==> config.mk <==
export PLATFORM = sky130hd
export DESIGN_NAME = ebswc_top
export DESIGN_NICKNAME = d
export VERILOG_FILES = /design/src/ebswc_pkg.sv /design/src/ebswc_top.sv
export SDC_FILE = /design/constraint.sdc
export NUM_CORES = 1
export LEC_CHECK = 0
export BUFFER_PORTS_ARGS = -buffer_cell sky130_fd_sc_hd__buf_2
export CORE_MARGIN = 5
export CORE_UTILIZATION = 40
export DETAILED_ROUTE_END_ITERATION = 6
export GPL_TIMING_DRIVEN = 0
export HOLD_SLACK_MARGIN = 0.03
export PLACE_DENSITY = 0.61
export SLEW_MARGIN = 20
export SYNTH_ARGS = -nofsm -noshare
export SYNTH_HDL_FRONTEND = slang
export SYNTH_SLANG_ARGS = --single-unit
export TNS_END_PERCENT = 5
==> constraint.sdc <==
create_clock -name core_clk -period 5.1 [get_ports core_clk]
set_clock_uncertainty 0.05 [all_clocks]
set_input_delay 0.51 -clock core_clk [delete_from_list [all_inputs] [get_ports core_clk]]
set_output_delay 0.51 -clock core_clk [all_outputs]
set_load 0.005 [all_outputs]
==> src/ebswc_pkg.sv <==
// Package for the external bus size / wait configuration block.
// Assumes a 32-bit APB master and an external bus sequencer that uses acc_cfg.
package ebswc_pkg;

  // ==========================================================================
  // Register byte offsets
  localparam logic [11:0] EBSWC_OFF_BUS_WIDTH = 12'h000;
  localparam logic [11:0] EBSWC_OFF_LONG_WAIT = 12'h004;
  localparam logic [11:0] EBSWC_OFF_IDLE_WAIT = 12'h008;
  localparam logic [11:0] EBSWC_OFF_EXT_CFG   = 12'h00C;

  // ==========================================================================
  // Reset values and writable masks
  localparam logic [15:0] EBSWC_RST_BUS_WIDTH  = 16'h00FC;
  localparam logic [15:0] EBSWC_RST_LONG_WAIT  = 16'h0F00;
  localparam logic [15:0] EBSWC_RST_IDLE_WAIT  = 16'hAAFF;
  localparam logic [31:0] EBSWC_RST_EXT_CFG    = 32'h0BFF0000;
  localparam logic [15:0] EBSWC_MASK_BUS_WIDTH = 16'h03FC;
  localparam logic [15:0] EBSWC_MASK_LONG_WAIT = 16'h0FC7;
  localparam logic [15:0] EBSWC_MASK_IDLE_WAIT = 16'hFFFF;
  localparam logic [31:0] EBSWC_MASK_EXT_CFG   = 32'h0FFF01FF;

  // ==========================================================================
  // Field positions
  localparam int EBSWC_POS_AREA4_WIDTH = 8;
  localparam int EBSWC_POS_AREA1_WIDTH = 2;
  localparam int EBSWC_POS_LW_HIGH     = 8;
  localparam int EBSWC_POS_AREA23_LW   = 10;
  localparam int EBSWC_POS_AREA4_LW    = 11;
  localparam int EBSWC_POS_DMA_WAIT    = 6;
  localparam int EBSWC_POS_BANK_SEL    = 2;
  localparam int EBSWC_POS_EDO         = 1;
  localparam int EBSWC_POS_BURST_WR    = 0;
  localparam int EBSWC_POS_IDLE_CODES  = 8;
  localparam int EBSWC_POS_MEM_TYPE    = 0;
  localparam int EBSWC_POS_SDRAM_64M   = 3;
  localparam int EBSWC_POS_WAIT_MASK   = 4;
  localparam int EBSWC_POS_LW_LOW      = 16;
  localparam int EBSWC_POS_AREA4_WAIT  = 24;
  localparam int EBSWC_POS_AREA4_IDLE  = 26;

  // ==========================================================================
  // Types
  typedef enum logic [1:0] {EBSWC_W8, EBSWC_W16, EBSWC_W32} ebswc_width_e;
  typedef enum logic [1:0] {EBSWC_ORD, EBSWC_DRAM, EBSWC_SDRAM} ebswc_mem_e;
  typedef enum logic [0:0] {EBSWC_S_IDLE, EBSWC_S_BUSY} ebswc_state_e;

  typedef struct packed {
    ebswc_width_e width;
    logic         width_valid;
    ebswc_mem_e   mem_type;
    logic [3:0]   wait_cycles;
    logic         ext_wait_en;
    logic [1:0]   cas_cycles;
    logic [2:0]   cas_latency;
    logic         edo_mode;
    logic         burst_write;
    logic         two_banks;
    logic [2:0]   idle_min;
  } ebswc_cfg_s;

endpackage

==> src/ebswc_top.sv <==
// External bus size and wait configuration: APB register bank plus the
// per-access decode and the idle-gap gate in front of the bus sequencer.
// Assumes an outside sequencer requests accesses and reports their end.
//
// Local design decisions: the address map and register access over APB.
`timescale 1ns/1ps

module ebswc_top (
  input  wire logic                 core_clk,
  input  wire logic                 rst,
  input  wire logic                 psel,
  input  wire logic                 penable,
  input  wire logic                 pwrite,
  input  wire logic [11:0]          paddr,
  input  wire logic [31:0]          pwdata,
  input  wire logic [3:0]           pstrb,
  output logic      [31:0]          prdata,
  output logic                      pready,
  output logic                      pslverr,
  input  wire logic                 boot_width_pin_hi,
  input  wire logic                 boot_width_pin_lo,
  input  wire logic                 acc_req,
  input  wire logic [2:0]           acc_area,
  input  wire logic                 acc_write,
  input  wire logic                 acc_done,
  output logic                      acc_grant,
  output ebswc_pkg::ebswc_cfg_s     acc_cfg,
  output logic      [1:0]           dma_single_write_wait
);
  import ebswc_pkg::*;

  // ==========================================================================
  // State
  typedef struct packed {
    logic [15:0]  area_bus_width_control;
    logic [15:0]  long_wait_dram_option_control;
    logic [15:0]  idle_and_wait_control_low_areas;
    logic [31:0]  ext_config;
    logic [31:0]  rdata;
    ebswc_state_e state;
    logic [2:0]   idle_left;
    logic [2:0]   prev_area;
    logic         prev_read;
    logic         prev_valid;
    logic         cur_read;
    ebswc_cfg_s   cfg;
  } ebswc_regs_s;

  ebswc_regs_s s_q;
  ebswc_regs_s s_d;

  // ==========================================================================
  // Decode helpers
  function automatic logic [3:0] ebswc_long_wait(input logic [2:0] code);
    logic [3:0] n;
    n = 4'h0;
    case (code)
      3'h0:    n = 4'h3;
      3'h1:    n = 4'h4;
      3'h2:    n = 4'h5;
      3'h3:    n = 4'h6;
      3'h4:    n = 4'h8;
      3'h5:    n = 4'hA;
      3'h6:    n = 4'hC;
      default: n = 4'hE;
    endcase
    return n;
  endfunction

  function automatic logic [2:0] ebswc_idle(input logic [1:0] code);
    logic [2:0] n;
    n = 3'h0;
    case (code)
      2'h0:    n = 3'h0;
      2'h1:    n = 3'h1;
      2'h2:    n = 3'h2;
      default: n = 3'h4;
    endcase
    return n;
  endfunction

  // Area 4 and boot pins share one coding; areas 1-3 treat 00 as reserved
  function automatic ebswc_width_e ebswc_width(input logic [1:0] code,
                                               input logic       zero_is_32);
    ebswc_width_e w;
    w = EBSWC_W32;
    case (code)
      2'h1:    w = EBSWC_W8;
      2'h2:    w = EBSWC_W16;
      2'h0:    w = zero_is_32 ? EBSWC_W32 : EBSWC_W8;
      default: w = EBSWC_W32;
    endcase
    return w;
  endfunction

  logic [2:0]   mem_type_code;
  ebswc_mem_e   area2_type;
  ebswc_mem_e   area3_type;
  ebswc_cfg_s   req_cfg;
  logic [1:0]   width_code;
  logic [1:0]   wait_code;
  logic [1:0]   idle_code;
  logic [1:0]   lw_low;
  logic         lw_high;
  logic         wait_mask;
  logic         gap_needed;
  logic         gap_ok;
  logic [31:0]  rd_mux;
  logic         addr_hit;
  logic         wr_fire;
  logic [31:0]  wmask;

  assign mem_type_code = s_q.ext_config[EBSWC_POS_MEM_TYPE +: 3];

  // Reserved area mode codes fall back to ordinary space
  always_comb begin
    area2_type = EBSWC_ORD;
    area3_type = EBSWC_ORD;
    case (mem_type_code)
      3'h1: begin
        area3_type = EBSWC_SDRAM;
      end
      3'h2: begin
        area3_type = EBSWC_DRAM;
      end
      3'h4: begin
        area2_type = EBSWC_SDRAM;
      end
      3'h5: begin
        area2_type = EBSWC_SDRAM;
        area3_type = EBSWC_SDRAM;
      end
      default: begin
        area2_type = EBSWC_ORD;
      end
    endcase
  end

  // ==========================================================================
  // Per-area field selection for the requested access
  always_comb begin
    width_code = 2'h0;
    wait_code  = s_q.ext_config[EBSWC_POS_AREA4_WAIT +: 2];
    idle_code  = s_q.ext_config[EBSWC_POS_AREA4_IDLE +: 2];
    lw_low     = s_q.ext_config[EBSWC_POS_LW_LOW + 6 +: 2];
    lw_high    = s_q.long_wait_dram_option_control[EBSWC_POS_AREA4_LW];
    wait_mask  = s_q.ext_config[EBSWC_POS_WAIT_MASK + 4];
    req_cfg    = '0;
    if (acc_area < 3'h4) begin
      wait_code = s_q.idle_and_wait_control_low_areas[2 * acc_area[1:0] +: 2];
      idle_code = s_q.idle_and_wait_control_low_areas[EBSWC_POS_IDLE_CODES
                                                      + 2 * acc_area[1:0] +: 2];
      wait_mask = s_q.ext_config[EBSWC_POS_WAIT_MASK + acc_area[1:0]];
      // Areas 2 and 3 share one long-wait group
      if (acc_area[1]) begin
        lw_low  = s_q.ext_config[EBSWC_POS_LW_LOW + 4 +: 2];
        lw_high = s_q.long_wait_dram_option_control[EBSWC_POS_AREA23_LW];
      end else begin
        lw_low  = s_q.ext_config[EBSWC_POS_LW_LOW + 2 * acc_area[1:0] +: 2];
        lw_high = s_q.long_wait_dram_option_control[EBSWC_POS_LW_HIGH
                                                    + acc_area[1:0]];
      end
    end
    case (acc_area)
      3'h0: begin
        req_cfg.width = ebswc_width({boot_width_pin_hi, boot_width_pin_lo},
                                    1'b1);
      end
      3'h1, 3'h2, 3'h3: begin
        width_code    = s_q.area_bus_width_control[EBSWC_POS_AREA1_WIDTH
                                                   + 2 * (acc_area[1:0] - 2'h1) +: 2];
        req_cfg.width = ebswc_width(width_code, 1'b0);
      end
      default: begin
        width_code    = s_q.area_bus_width_control[EBSWC_POS_AREA4_WIDTH +: 2];
        req_cfg.width = ebswc_width(width_code, 1'b1);
      end
    endcase
    req_cfg.mem_type = EBSWC_ORD;
    if (acc_area == 3'h2) begin
      req_cfg.mem_type = area2_type;
    end else if (acc_area == 3'h3) begin
      req_cfg.mem_type = area3_type;
    end
    req_cfg.width_valid = (req_cfg.mem_type == EBSWC_ORD);
    req_cfg.idle_min    = ebswc_idle(idle_code);
    case (req_cfg.mem_type)
      EBSWC_DRAM: begin
        // Reserved code 11 is clamped to the longest CAS length
        req_cfg.cas_cycles  = (wait_code == 2'h3) ? 2'h2 : wait_code;
        req_cfg.ext_wait_en = !wait_mask && (wait_code != 2'h0);
        req_cfg.edo_mode    = s_q.long_wait_dram_option_control[EBSWC_POS_EDO];
      end
      EBSWC_SDRAM: begin
        req_cfg.cas_latency = {1'b0, wait_code} + 3'h1;
        req_cfg.ext_wait_en = 1'b0;
        req_cfg.burst_write = s_q.long_wait_dram_option_control[EBSWC_POS_BURST_WR];
        req_cfg.two_banks   = s_q.ext_config[EBSWC_POS_SDRAM_64M]
                              && s_q.long_wait_dram_option_control[EBSWC_POS_BANK_SEL];
      end
      default: begin
        req_cfg.wait_cycles = (wait_code == 2'h3) ? ebswc_long_wait({lw_high, lw_low})
                                                  : {2'h0, wait_code};
        req_cfg.ext_wait_en = !wait_mask && (wait_code != 2'h0);
      end
    endcase
  end

  // ==========================================================================
  // Idle gap: the count loaded at the end of an access belongs to that
  // access's area, and it keeps running down while the bus sits idle, so
  // idle time already spent counts towards the gap.
  assign gap_needed = s_q.prev_valid
                      && ((acc_area != s_q.prev_area)
                          || (s_q.prev_read && acc_write));
  assign gap_ok     = !gap_needed || (s_q.idle_left == 3'h0);
  assign acc_grant  = (s_q.state == EBSWC_S_IDLE) && acc_req && gap_ok;

  // ==========================================================================
  // APB slave: read data is captured in the setup cycle, so pready is
  // always high and every transfer completes in two cycles.
  assign addr_hit = (paddr == EBSWC_OFF_BUS_WIDTH) || (paddr == EBSWC_OFF_LONG_WAIT)
                    || (paddr == EBSWC_OFF_IDLE_WAIT) || (paddr == EBSWC_OFF_EXT_CFG);
  assign wr_fire  = psel && penable && pwrite && addr_hit;

  genvar gi;
  generate
    for (gi = 0; gi < 4; gi++) begin : g_lane
      assign wmask[8 * gi +: 8] = {8{pstrb[gi]}};
    end
  endgenerate

  always_comb begin
    rd_mux = 32'h00000000;
    case (paddr)
      EBSWC_OFF_BUS_WIDTH: rd_mux = {16'h0000, s_q.area_bus_width_control};
      EBSWC_OFF_LONG_WAIT: rd_mux = {16'h0000, s_q.long_wait_dram_option_control};
      EBSWC_OFF_IDLE_WAIT: rd_mux = {16'h0000, s_q.idle_and_wait_control_low_areas};
      EBSWC_OFF_EXT_CFG:   rd_mux = s_q.ext_config;
      default:             rd_mux = 32'h00000000;
    endcase
  end

  assign prdata  = s_q.rdata;
  assign pready  = 1'b1;
  assign pslverr = psel && penable && !addr_hit;
  assign acc_cfg = s_q.cfg;
  assign dma_single_write_wait =
    s_q.long_wait_dram_option_control[EBSWC_POS_DMA_WAIT +: 2];

  // ==========================================================================
  // Next state
  always_comb begin
    s_d = s_q;
    if (psel && !penable && !pwrite) begin
      s_d.rdata = rd_mux;
    end
    // Reserved bits are masked on write so they always read zero
    if (wr_fire) begin
      case (paddr)
        EBSWC_OFF_BUS_WIDTH: s_d.area_bus_width_control =
          (s_q.area_bus_width_control & ~(wmask[15:0] & EBSWC_MASK_BUS_WIDTH))
          | (pwdata[15:0] & wmask[15:0] & EBSWC_MASK_BUS_WIDTH);
        EBSWC_OFF_LONG_WAIT: s_d.long_wait_dram_option_control =
          (s_q.long_wait_dram_option_control & ~(wmask[15:0] & EBSWC_MASK_LONG_WAIT))
          | (pwdata[15:0] & wmask[15:0] & EBSWC_MASK_LONG_WAIT);
        EBSWC_OFF_IDLE_WAIT: s_d.idle_and_wait_control_low_areas =
          (s_q.idle_and_wait_control_low_areas & ~(wmask[15:0] & EBSWC_MASK_IDLE_WAIT))
          | (pwdata[15:0] & wmask[15:0] & EBSWC_MASK_IDLE_WAIT);
        default: s_d.ext_config =
          (s_q.ext_config & ~(wmask & EBSWC_MASK_EXT_CFG))
          | (pwdata & wmask & EBSWC_MASK_EXT_CFG);
      endcase
    end
    case (s_q.state)
      EBSWC_S_IDLE: begin
        if (s_q.idle_left != 3'h0) begin
          s_d.idle_left = s_q.idle_left - 3'h1;
        end
        if (acc_grant) begin
          s_d.cfg      = req_cfg;
          s_d.cur_read = !acc_write;
          s_d.prev_area = acc_area;
          s_d.state    = EBSWC_S_BUSY;
        end
      end
      EBSWC_S_BUSY: begin
        if (acc_done) begin
          s_d.state      = EBSWC_S_IDLE;
          s_d.prev_valid = 1'b1;
          s_d.prev_read  = s_q.cur_read;
          s_d.idle_left  = s_q.cfg.idle_min;
        end
      end
      default: begin
        s_d.state = EBSWC_S_IDLE;
      end
    endcase
  end

  always_ff @(posedge core_clk) begin
    if (rst) begin
      s_q <= '0;
      s_q.area_bus_width_control          <= EBSWC_RST_BUS_WIDTH;
      s_q.long_wait_dram_option_control   <= EBSWC_RST_LONG_WAIT;
      s_q.idle_and_wait_control_low_areas <= EBSWC_RST_IDLE_WAIT;
      s_q.ext_config                      <= EBSWC_RST_EXT_CFG;
      s_q.state                           <= EBSWC_S_IDLE;
    end else begin
      s_q <= s_d;
    end
  end
endmodule

==> results of run 1 <==
-- cell usage after synthesis, types with 5 or more instances --
master | instances | area share, %
o21ai_0 | 16 | 1.4
a211o_1 | 30 | 4.6
a211oi_1 | 11 | 1.4
inv_1 | 18 | 1.2
clkbuf_1 | 21 | 1.4
or3_1 | 6 | 0.65
dfxtp_1 | 113 | 39
mux4_2 | 5 | 2.0
a221oi_1 | 8 | 1.2
mux2i_1 | 29 | 5.0
nand3_1 | 27 | 2.3
nor3b_1 | 6 | 0.78
and3_1 | 5 | 0.54
buf_4 | 56 | 7.3
nand2b_1 | 6 | 0.65
nor2_1 | 47 | 3.1
nand2_1 | 64 | 4.2
nor2b_1 | 33 | 3.6
buf_2 | 8 | 0.69
ha_1 | 12 | 2.6
a222oi_1 | 6 | 1.0
a21oi_1 | 52 | 4.5
-- per-stage QoR --
| step | power (W) | util (%) | area [um^2] |
|---|---|---|---|
| floorplan | 0.00108 | - | 5780 |
| global placement | 0.00116 | 46.7 | 6540 |
| detailed placement | 0.00116 | 46.7 | 6540 |
| CTS | 0.00228 | 50.7 | 7090 |
| global route | 0.00235 | 50.7 | 7100 |
| finish | 0.00226 | 50.7 | 7100 |
-- layer usage --
layer | vias to the layer above | track usage [%]
met2 | 209 | 33.5
met1 | 2493 | 26.4
met5 | - | 0
met3 | 27 | 5.89
met4 | 0 | 7.27
li1 | 2499 | -
-- layout make-up --
cell class	instances	area (um^2)	share of cell area, %
clock buffers	24	502	7.07
clock inverters	6	55.1	0.776
repair buffers	106	531	7.48
flip-flops and latches	113	2260	31.9
plain buffers	93	628	8.85
inverters	20	75.1	1.06
well taps	180	225	3.17
multi-input cells	425	2820	39.7
-- cell families (layout without fill, tap and decap cells) --
logic type / Yosys count / count (layout) / synth area share (%)
xor gates and xnor gates: 4 / 4 / 0.607
AOI/OAI and AO/OA: 142 / 142 / 17.0
DFF: 113 / 113 / 39.2
buffers and inverters: 113 / 249 / 12.2
other: 2 / 5 / 0.130
and+or+nand+nor: 225 / 225 / 20.7
muxes: 37 / 37 / 7.57
adders and majority gates: 12 / 12 / 2.60
-- where the power goes --
part / switching, W / internal, W
logic: 0.000134 / 0.0000943
registers: 0.0000136 / 0.000905
clock network: 0.000393 / 0.000723
-- worst paths after layout --
kind / from / endpoint / slack (ns) / cells past startpoint
max: s_q[27]$_SDFFE_PP0P_ / acc_grant / 2.00 / 8
min: pwdata[15] / register / 0.25 / 2
max reg2reg: s_q[27]$_SDFFE_PP0P_ / acc_cfg[17]$_SDFFE_PP0P_ / 2.68 / 9
min reg2reg: acc_cfg[6]$_SDFFE_PP0P_ / acc_cfg[6]$_SDFFE_PP0P_ / 0.40 / 2
-- cell usage in the layout (no fill, tap or decap), types with 6 or more instances in the layout --
cell type    n
a211o_1     30
mux2i_1     29
nor2_1      47
clkbuf_16   17
nand2b_1     6
a21oi_1     52
nor2b_1     33
o21ai_0     16
a221oi_1     8
clkbuf_8     7
a211oi_1    10
buf_2      114
or3_1        6
clkbuf_1    23
ha_1        12
nand3_1     27
nor3b_1      6
a222oi_1     6
inv_1       18
buf_4       56
nand2_1     64
dfxtp_1    113
-- worst max-delay path: stages (launching register included) --
cell	delay, ns
dfxtp_1	0.33
inv_1	0.07
ha_1	0.21
nand2b_1	0.09
a21boi_1	0.16
a41oi_2	0.36
clkinv_1	0.38
clkbuf_1	0.33
buf_2	0.20
==> results.txt, run 1 <==
Core ar.: 0.0140 mm^2
Pwr Density: 319 mW/mm^2
Ys Warns: 0
Post-Synthesis Cells: 648
Top_reg_cell synth: dfxtp_1
Place WS: 1.83 ns
Vias in the first global route: 5172
IO buf count: 106
Share of synthesized registers carrying an async set or reset: 0%
Worst-path maximum fanout: 10
Clk_lat worst skew: 0.42 ns
Avg Cell Area, Syn: 8.90 um^2
Worst Setup Start Kind: register
Initial antenna violation count: 0
Hold crit path type: input port to register
Number of synthesized register bits: 113
CP endpoint kind: primary output
Part of the cycle the worst path needs: 60.8%
Final min period: 3.10 ns
Max VDD drop: 0.301 mV
Root Buffer: clkbuf_16
Final hold viol count: 0
Met1 WL: 7280 um
Antenna-violating nets left: 0
Clock Path Buffers: 2
Hold buffers post-CTS: 0
Gr usage total: 20.7%
Setup TNS: 0 ns
IO Count: 119
Post-synth EDFFs: 0
Max-Cap Viols: 0
Area grow syn2layout: 23.0%
DRC Markers: 1
DRT Wirelength: 17100 um
DRT Pass-1 Iters: 7
Full die area: 0.0169 mm^2
Via density per instance: 5.41
Drt initial violations: 481
Leak: 2.92 nW
Endpoints failing setup: 0
Worst setup margin: 2.00 ns
Post-cts sizing count: 0
Met2 wire len: 8060 um
Status: complete, but fails checks
WP data required: 4.54 ns
DR vias: 5228
Synth unique cells: 59
Largest net degree at the start of global routing: 17
Postcts setup bufs: 0
CP arrival: 2.54 ns
Fmax: 322 MHz
Post-Syn Area: 0.00577 mm^2
Htree depth: 4
Clock tree sinks: 113
DR WL/cell: 17.7 um
Die Ht: 130 um
First-pass GRT wire length: 27000 um
Row cnt: 43
Hold Slack: 0.253 ns
Die W: 130 um
Number of cells after detailed placement: 937
Post-synthesis sequential area ratio: 39.2%
Proportion of layout cells with a drive suffix above 1: 29.6%
DR WL met3: 1430 um
CTS Buf Count: 17
Initial Util: 41.2%
CTS clk-pin slew, worst paths: 0.05 ns
Fillers: 1362
ANT cells: 0
Max_slew headroom: 27.2%
CTS tree: done
CP Class: register to primary output
Uppermost routed layer: met4
Worst slew pin tran: 1.09 ns
Final Non-Filler Cells: 967
Failing checks: DRC
Total global routing overflow: 0
RSZ-0062 raised after global routing: false
Routability cong.: 0.898
Final net count: 849
Max Slew Vio Count: 0
Detail Placement HPWL: 13100 um
(Power assumes the default switching activity.)
==> run 2, diff against run 1 <==
PLACE_DENSITY = 0.64   (was 0.61)
clock period = 2.6 ns   (was 5.1 ns; I/O delays follow)
==> run 2 against run 1 <==
  * The run now ends clean
  * Cell count up 1.9%
  * Power up 110%
  * Worst setup slack worse by 1.9 ns
  * Utilization up 1.7 points
  * Via count down 1.1%
  * Sequential share of layout area down 1.0 points
  * Critical path depth unchanged
  * Die area unchanged
  * Register-to-register slack worse by 2.5 ns
  * Critical path type is now input port to register
==> results.txt, run 2 (synthesis gave the netlist of run 1 again) <==
Status: complete, no violations
Max Slew Vio Count: 0 (unchanged)
CP arrival: 2.81 ns (+0.27 ns)
Final hold viol count: 0 (unchanged)
Die Ht: 130 um (unchanged)
DRT Pass-1 Iters: 5 (-2)
Die W: 130 um (unchanged)
Max VDD drop: 0.428 mV (+42%)
Net Sw Power: 0.00110 W (+100%)
Fmax: 397 MHz
Detail Placement HPWL: 12800 um (-2.5%)
Reg-to-Reg End: acc_cfg[14]$_SDFFE_PP0P_
Critical path's slowest cell: or4b_2
Endpoints failing setup: 0 (unchanged)
Final net count: 865 (+1.9%)
Bufs and invs on worst path: 3 (-1)
Initial Util: 41.2% (unchanged)
Vias in the first global route: 5170 (-0.039%)
Seq pwr share: 38.7% (-1.9 points)
Max-Cap Viols: 0 (unchanged)
Post-Route Utilization: 52.4% (+1.7 points)
CP endpoint kind: register
Clock tree sinks: 113 (unchanged)
DRT Wirelength: 16900 um (-1.5%)
Worst path cell trace: buf_2 > clkbuf_1 > mux4_2 > mux2i_1 > inv_1 > ha_1 > or4b_2 > a21oi_1
Power Internal: 0.00355 W (+110%)
Via density per instance: 5.25 (-2.9%)
Full die area: 0.0169 mm^2 (unchanged)
Drt initial violations: 404 (-16%)
Commonest cells after routing, fill and taps aside: buf_2 (114), dfxtp_1 (113), nand2_1 (64)
Antenna-violating nets left: 0 (unchanged)
RSZ-0062 raised after global routing: false
Fillers: 1338 (-1.8%)
Hold path depth: 2 (unchanged)
Sw frac: 23.7% (-0.17 points)
CP Class: input port to register
First-pass GRT wire length: 26600 um (-1.3%)
R2R Path Start: s_q[27]$_SDFFE_PP0P_
Hold Slack: 0.0406 ns (-0.212 ns)
Worst-path maximum fanout: 10 (unchanged)
Routability cong.: 0.902 (+0.43%)
Leak: 3.01 nW (+3.3%)
Htree depth: 4 (unchanged)
Max_slew headroom: 32.4% (+5.2 points)
ANT cells: 0 (unchanged)
WP data required: 2.89 ns (-1.65 ns)
CTS tree: done
CP max stage delay: 0.63 ns (+0.25 ns)
FF-to-FF path depth: 9 (unchanged)
Comb power frac: 10.4% (+0.3 points)
Largest net degree at the start of global routing: 17 (unchanged)
Area occupied by multi-input gates: 0.00284 mm^2 (+0.80%)
DR WL/cell: 17.1 um (-3.3%)
Final Non-Filler Cells: 985 (+1.9%)
Clk_lat worst skew: 0.42 ns (about the same)
CTS clk-pin slew, worst paths: 0.05 ns (about the same)
CTS Buf Count: 17 (unchanged)
Proportion of layout cells with a drive suffix above 1: 29.7% (+0.083 points)
Core ar.: 0.0140 mm^2 (unchanged)
DRC Markers: 0 (-1)
IO Count: 119 (unchanged)
Root Buffer: clkbuf_16
Clock power share: 50.9% (+1.6 points)
Hold crit path type: input port to register
Part of the cycle the worst path needs: 96.9%
Initial antenna violation count: 0 (unchanged)
Most common cell after layout, fill and taps aside: buf_2
Total global routing overflow: 0 (unchanged)
Pwr Density: 635 mW/mm^2 (+99%)
Gr usage total: 20.3% (-0.42 points)
Placed cell area: 0.00654 mm^2 (unchanged)
Worst slew pin tran: 1.01 ns (-0.0772 ns)
Critical path depth: 8 (unchanged)
IO buf count: 106 (unchanged)
Worst Setup Start Kind: input port
Area grow syn2layout: 27.1%
Slack of the worst reg-to-reg path: 0.22 ns (-2.46 ns)
Final min period: 2.52 ns
Reg area: 0.00226 mm^2 (unchanged)
Number of cells after detailed placement: 937 (unchanged)
DR vias: 5171 (-1.1%)
Critical path's top delay family: buffers and inverters
Clock Path Buffers: 2 (unchanged)
Final Cell Area: 0.00733 mm^2 (+3.3%)
Row cnt: 43 (unchanged)
Min-delay src: pwdata[5]
[run 2: changes by cell type in the layout (fill, tap and decap cells not counted), sizes merged]
cell / previous run / this run
clkinvlp: 0 / 2
bufinv: 1 / 3
clkbuf: 47 / 44
dlygate4sd3: 0 / 16
inv: 19 / 20
[run 2: worst max path at each step]
stage,start,endpoint,slack (ns)
after global routing,s_q[27]$_SDFFE_PP0P_,acc_cfg[17]$_SDFFE_PP0P_,0.006
after detailed placement,acc_area[0],acc_cfg[3]$_SDFFE_PP0P_,-0.38
final,acc_area[1],acc_cfg[14]$_SDFFE_PP0P_,0.08
after global placement,acc_area[0],acc_cfg[3]$_SDFFE_PP0P_,-0.34
after CTS,acc_area[0],acc_cfg[3]$_SDFFE_PP0P_,0.03
after floorplan,acc_area[0],acc_cfg[19]$_SDFFE_PP0P_,0.36
[run 2: area by class of cell]
cell class	count	area share, %
timing repair buffer	122	9.42
multi-input combinational	425	38.8
tap	180	3.07
buffer	93	8.58
inverter	20	1.06
clock inverter	11	1.84
clock buffer	21	6.42
sequential	113	30.9
[run 2: per-stage QoR]
step	worst slack (ns)	power (W)	setup TNS [ns]
after global routing	0.00602	0.00482	0
after CTS	0.0285	0.00467	0
after global placement	-0.338	0.00227	-2.58
final	0.0799	0.00465	0
after detailed placement	-0.384	0.00228	-3.34
after floorplan	0.358	0.00212	0
[run 2: worst reg2reg max path, delay by kind of cell (launching register included)]
family / cells / cell delay (ns)
buf+inv: 3 / 0.91
fa+ha+maj: 1 / 0.22
compound gates: 3 / 0.55
simple gates: 2 / 0.25
flops: 1 / 0.33
[run 2: timing repair]
item / in CTS / in global routing
gates resized for setup: 4 / 3
endpoints found under the hold margin: 17 / 0
cloned: 0 / 0
hold buffers: 16 / 0
setup buffers: 0 / 0
endpoints found under the setup margin: 1 / 8
[run 2: routing by layer]
layer / up-vias / wire [um] / global-route usage (%)
met4: 0 / 261 / 6.36
li1: 2526 / - / -
met3: 23 / 1270 / 5.73
met2: 190 / 7890 / 32.9
met1: 2432 / 7430 / 26.2
met5: - / 0 / 0
[run 2: power groups by stage]
stage	combinational (W)	clock (W)	sequential, W
2_1_floorplan	0.000289	0	0.00183
3_3_place_gp	0.000430	0	0.00184
3_5_place_dp	0.000444	0	0.00184
4_1_cts	0.000474	0.00239	0.00180
5_1_grt	0.000530	0.00249	0.00180
6_report	0.000483	0.00237	0.00180
==> run 3, diff against run 2 <==
SETUP_SLACK_MARGIN = 0.4   (was default)
==> run 3 against run 2 <==
  * Die area unchanged
  * Global-route usage grew 0.30 points
  * Clock power decreased by 11%
  * Flip-flop and latch count unchanged
  * Combinational power rose by 4.8%
  * Power fell by 4.7%
  * Non-clock buffer count grew 7
  * Via count rose by 0.39%
  * Critical endpoint unchanged
==> results.txt, run 3 (synthesis gave the netlist of run 1 again) <==
Post-Route Utilization: 52.7% (+0.27 points)
CP max stage delay: 0.64 ns (about the same)
CP arrival: 2.53 ns (-0.28 ns)
DRC Markers: 0 (unchanged)
Clk_lat worst skew: 0.42 ns (about the same)
Hold Slack: 0.0391 ns (-0.00150 ns)
Final Cell Area: 0.00737 mm^2 (+0.51%)
DRT Pass-1 Iters: 6 (+1)
Core ar.: 0.0140 mm^2 (unchanged)
Drt initial violations: 456 (+13%)
Proportion of layout cells with a drive suffix above 1: 30.3% (+0.61 points)
Status: complete, no violations
Reg-to-Reg End: acc_cfg[14]$_SDFFE_PP0P_
R2R Path Start: s_q[27]$_SDFFE_PP0P_
Detail Placement HPWL: 12800 um (about the same)
Place WS: -0.284 ns (+0.100 ns)
Vias in the first global route: 5192 (+0.43%)
Max_slew headroom: 33.1% (+0.71 points)
Critical path's slowest cell: or4b_2
Largest net degree at the start of global routing: 17 (unchanged)
Total power: 0.00443 W (-4.7%)
Initial Util: 41.2% (unchanged)
DR vias: 5191 (+0.39%)
CP Class: input port to register
Final min period: 2.24 ns (-0.278 ns)
Max VDD drop: 0.384 mV (-10%)
RSZ-0062 raised after global routing: true
Max-Cap Viols: 0 (unchanged)
IO Count: 119 (unchanged)
Hold crit path type: input port to register
Critical path's top delay family: buffers and inverters
Endpoints failing setup: 0 (unchanged)
FF-to-FF path depth: 8 (-1)
CTS tree: done
Clock tree sinks: 113 (unchanged)
CTS Buf Count: 17 (unchanged)
DRT Wirelength: 17000 um (+0.79%)
IO buf count: 106 (unchanged)
Total global routing overflow: 0 (unchanged)
Worst-path maximum fanout: 10 (unchanged)
Hold path depth: 3 (+1)
Slack of the worst reg-to-reg path: 0.38 ns (+0.16 ns)
Bufs and invs on worst path: 4 (+1)
Min-delay src: pwdata[14]
Commonest cells after routing, fill and taps aside: dfxtp_1 (113), buf_2 (112), nand2_1 (64)
Area grow syn2layout: 27.8%
WP data required: 2.89 ns (about the same)
First-pass GRT wire length: 26700 um (+0.49%)
Part of the cycle the worst path needs: 86.2% (-11 points)
Clock Path Buffers: 2 (unchanged)
Routability cong.: 0.902 (about the same)
Htree depth: 4 (unchanged)
Antenna-violating nets left: 0 (unchanged)
ANT cells: 0 (unchanged)
Die W: 130 um (unchanged)
Initial antenna violation count: 0 (unchanged)
Placed cell area: 0.00654 mm^2 (about the same)
Max Slew Vio Count: 0 (unchanged)
DR WL/cell: 17.1 um (about the same)
Full die area: 0.0169 mm^2 (unchanged)
Final net count: 872 (+0.81%)
Fmax: 446 MHz (+12%)
Worst Setup Start Kind: input port
Root Buffer: clkbuf_16
Worst slew pin tran: 1.00 ns (-0.0107 ns)
Worst setup margin: 0.358 ns (+0.278 ns)
Worst path cell trace: buf_2 > clkbuf_4 > buf_4 > mux4_2 > mux2i_2 > inv_1 > ha_1 > or4b_2 > a21oi_1
Gr usage total: 20.6% (+0.30 points)
Die Ht: 130 um (unchanged)
Crit path from: acc_area[0]
Most common cell after layout, fill and taps aside: dfxtp_1
Pwr Density: 602 mW/mm^2 (-5.2%)
Via density per instance: 5.23 (-0.32%)
Leak: 3.03 nW (+0.49%)
CTS clk-pin slew, worst paths: 0.05 ns (about the same)
Row cnt: 43 (unchanged)
CP endpoint kind: register
Final hold viol count: 0 (unchanged)
## run 3: final cells by class
type | instances | area [um^2]
fillers | 1320 | 6620
inverters | 20 | 80.1
clock buffers | 28 | 527
flip-flops and latches | 113 | 2260
well taps | 180 | 225
plain buffers | 93 | 643
multi-input cells | 425 | 2860
repair buffers | 129 | 751
clock inverters | 4 | 22.5
## run 3: where the power goes
group	total [W]	switching, W	internal [W]
Combinational	0.000506	0.000282	0.000225
Sequential	0.00180	0.0000282	0.00178
Clock	0.00212	0.000763	0.00136
## run 3: stage by stage
stage          std cells  setup TNS, ns
4_1_cts              991              0
2_1_floorplan        651              0
3_5_place_dp         937          -2.47
5_1_grt              992              0
3_3_place_gp         937          -1.64
6_report             992              0
## run 3: worst max path at each step
stage	depth (start not counted)	endpoint
after CTS	6	acc_cfg[14]$_SDFFE_PP0P_
after detailed placement	9	acc_cfg[3]$_SDFFE_PP0P_
final	9	acc_cfg[14]$_SDFFE_PP0P_
after global placement	9	acc_cfg[3]$_SDFFE_PP0P_
after floorplan	8	acc_cfg[14]$_SDFFE_PP0P_
after global routing	8	acc_grant
## run 3: repair_timing
| action | in CTS | in global routing |
|---|---|---|
| endpoints found under the setup margin | 24 | 41 |
| hold buffers | 19 | 0 |
| setup buffers | 3 | 1 |
| gates resized for setup | 11 | 9 |
| pin swaps | 0 | 1 |
| endpoints found under the hold margin | 20 | 0 |
## run 3: per-layer routing
layer  vias to the layer above  global-route usage [%]  share of wire (%)
met1                      2423                    25.9                 44
met4                         0                    7.15                1.7
met2                       196                    33.6                 47
met5                         -                       0                  0
met3                        28                    6.02                7.8
li1                       2544                       -                  -
## run 3: worst reg2reg max path: stages, from the launching register on
cell	delay [ns]
dfxtp_1	0.31
inv_1	0.10
ha_1	0.17
nand2b_1	0.11
a21boi_4	0.27
a41oi_4	0.08
buf_4	0.20
or4b_2	0.69
a21oi_1	0.16
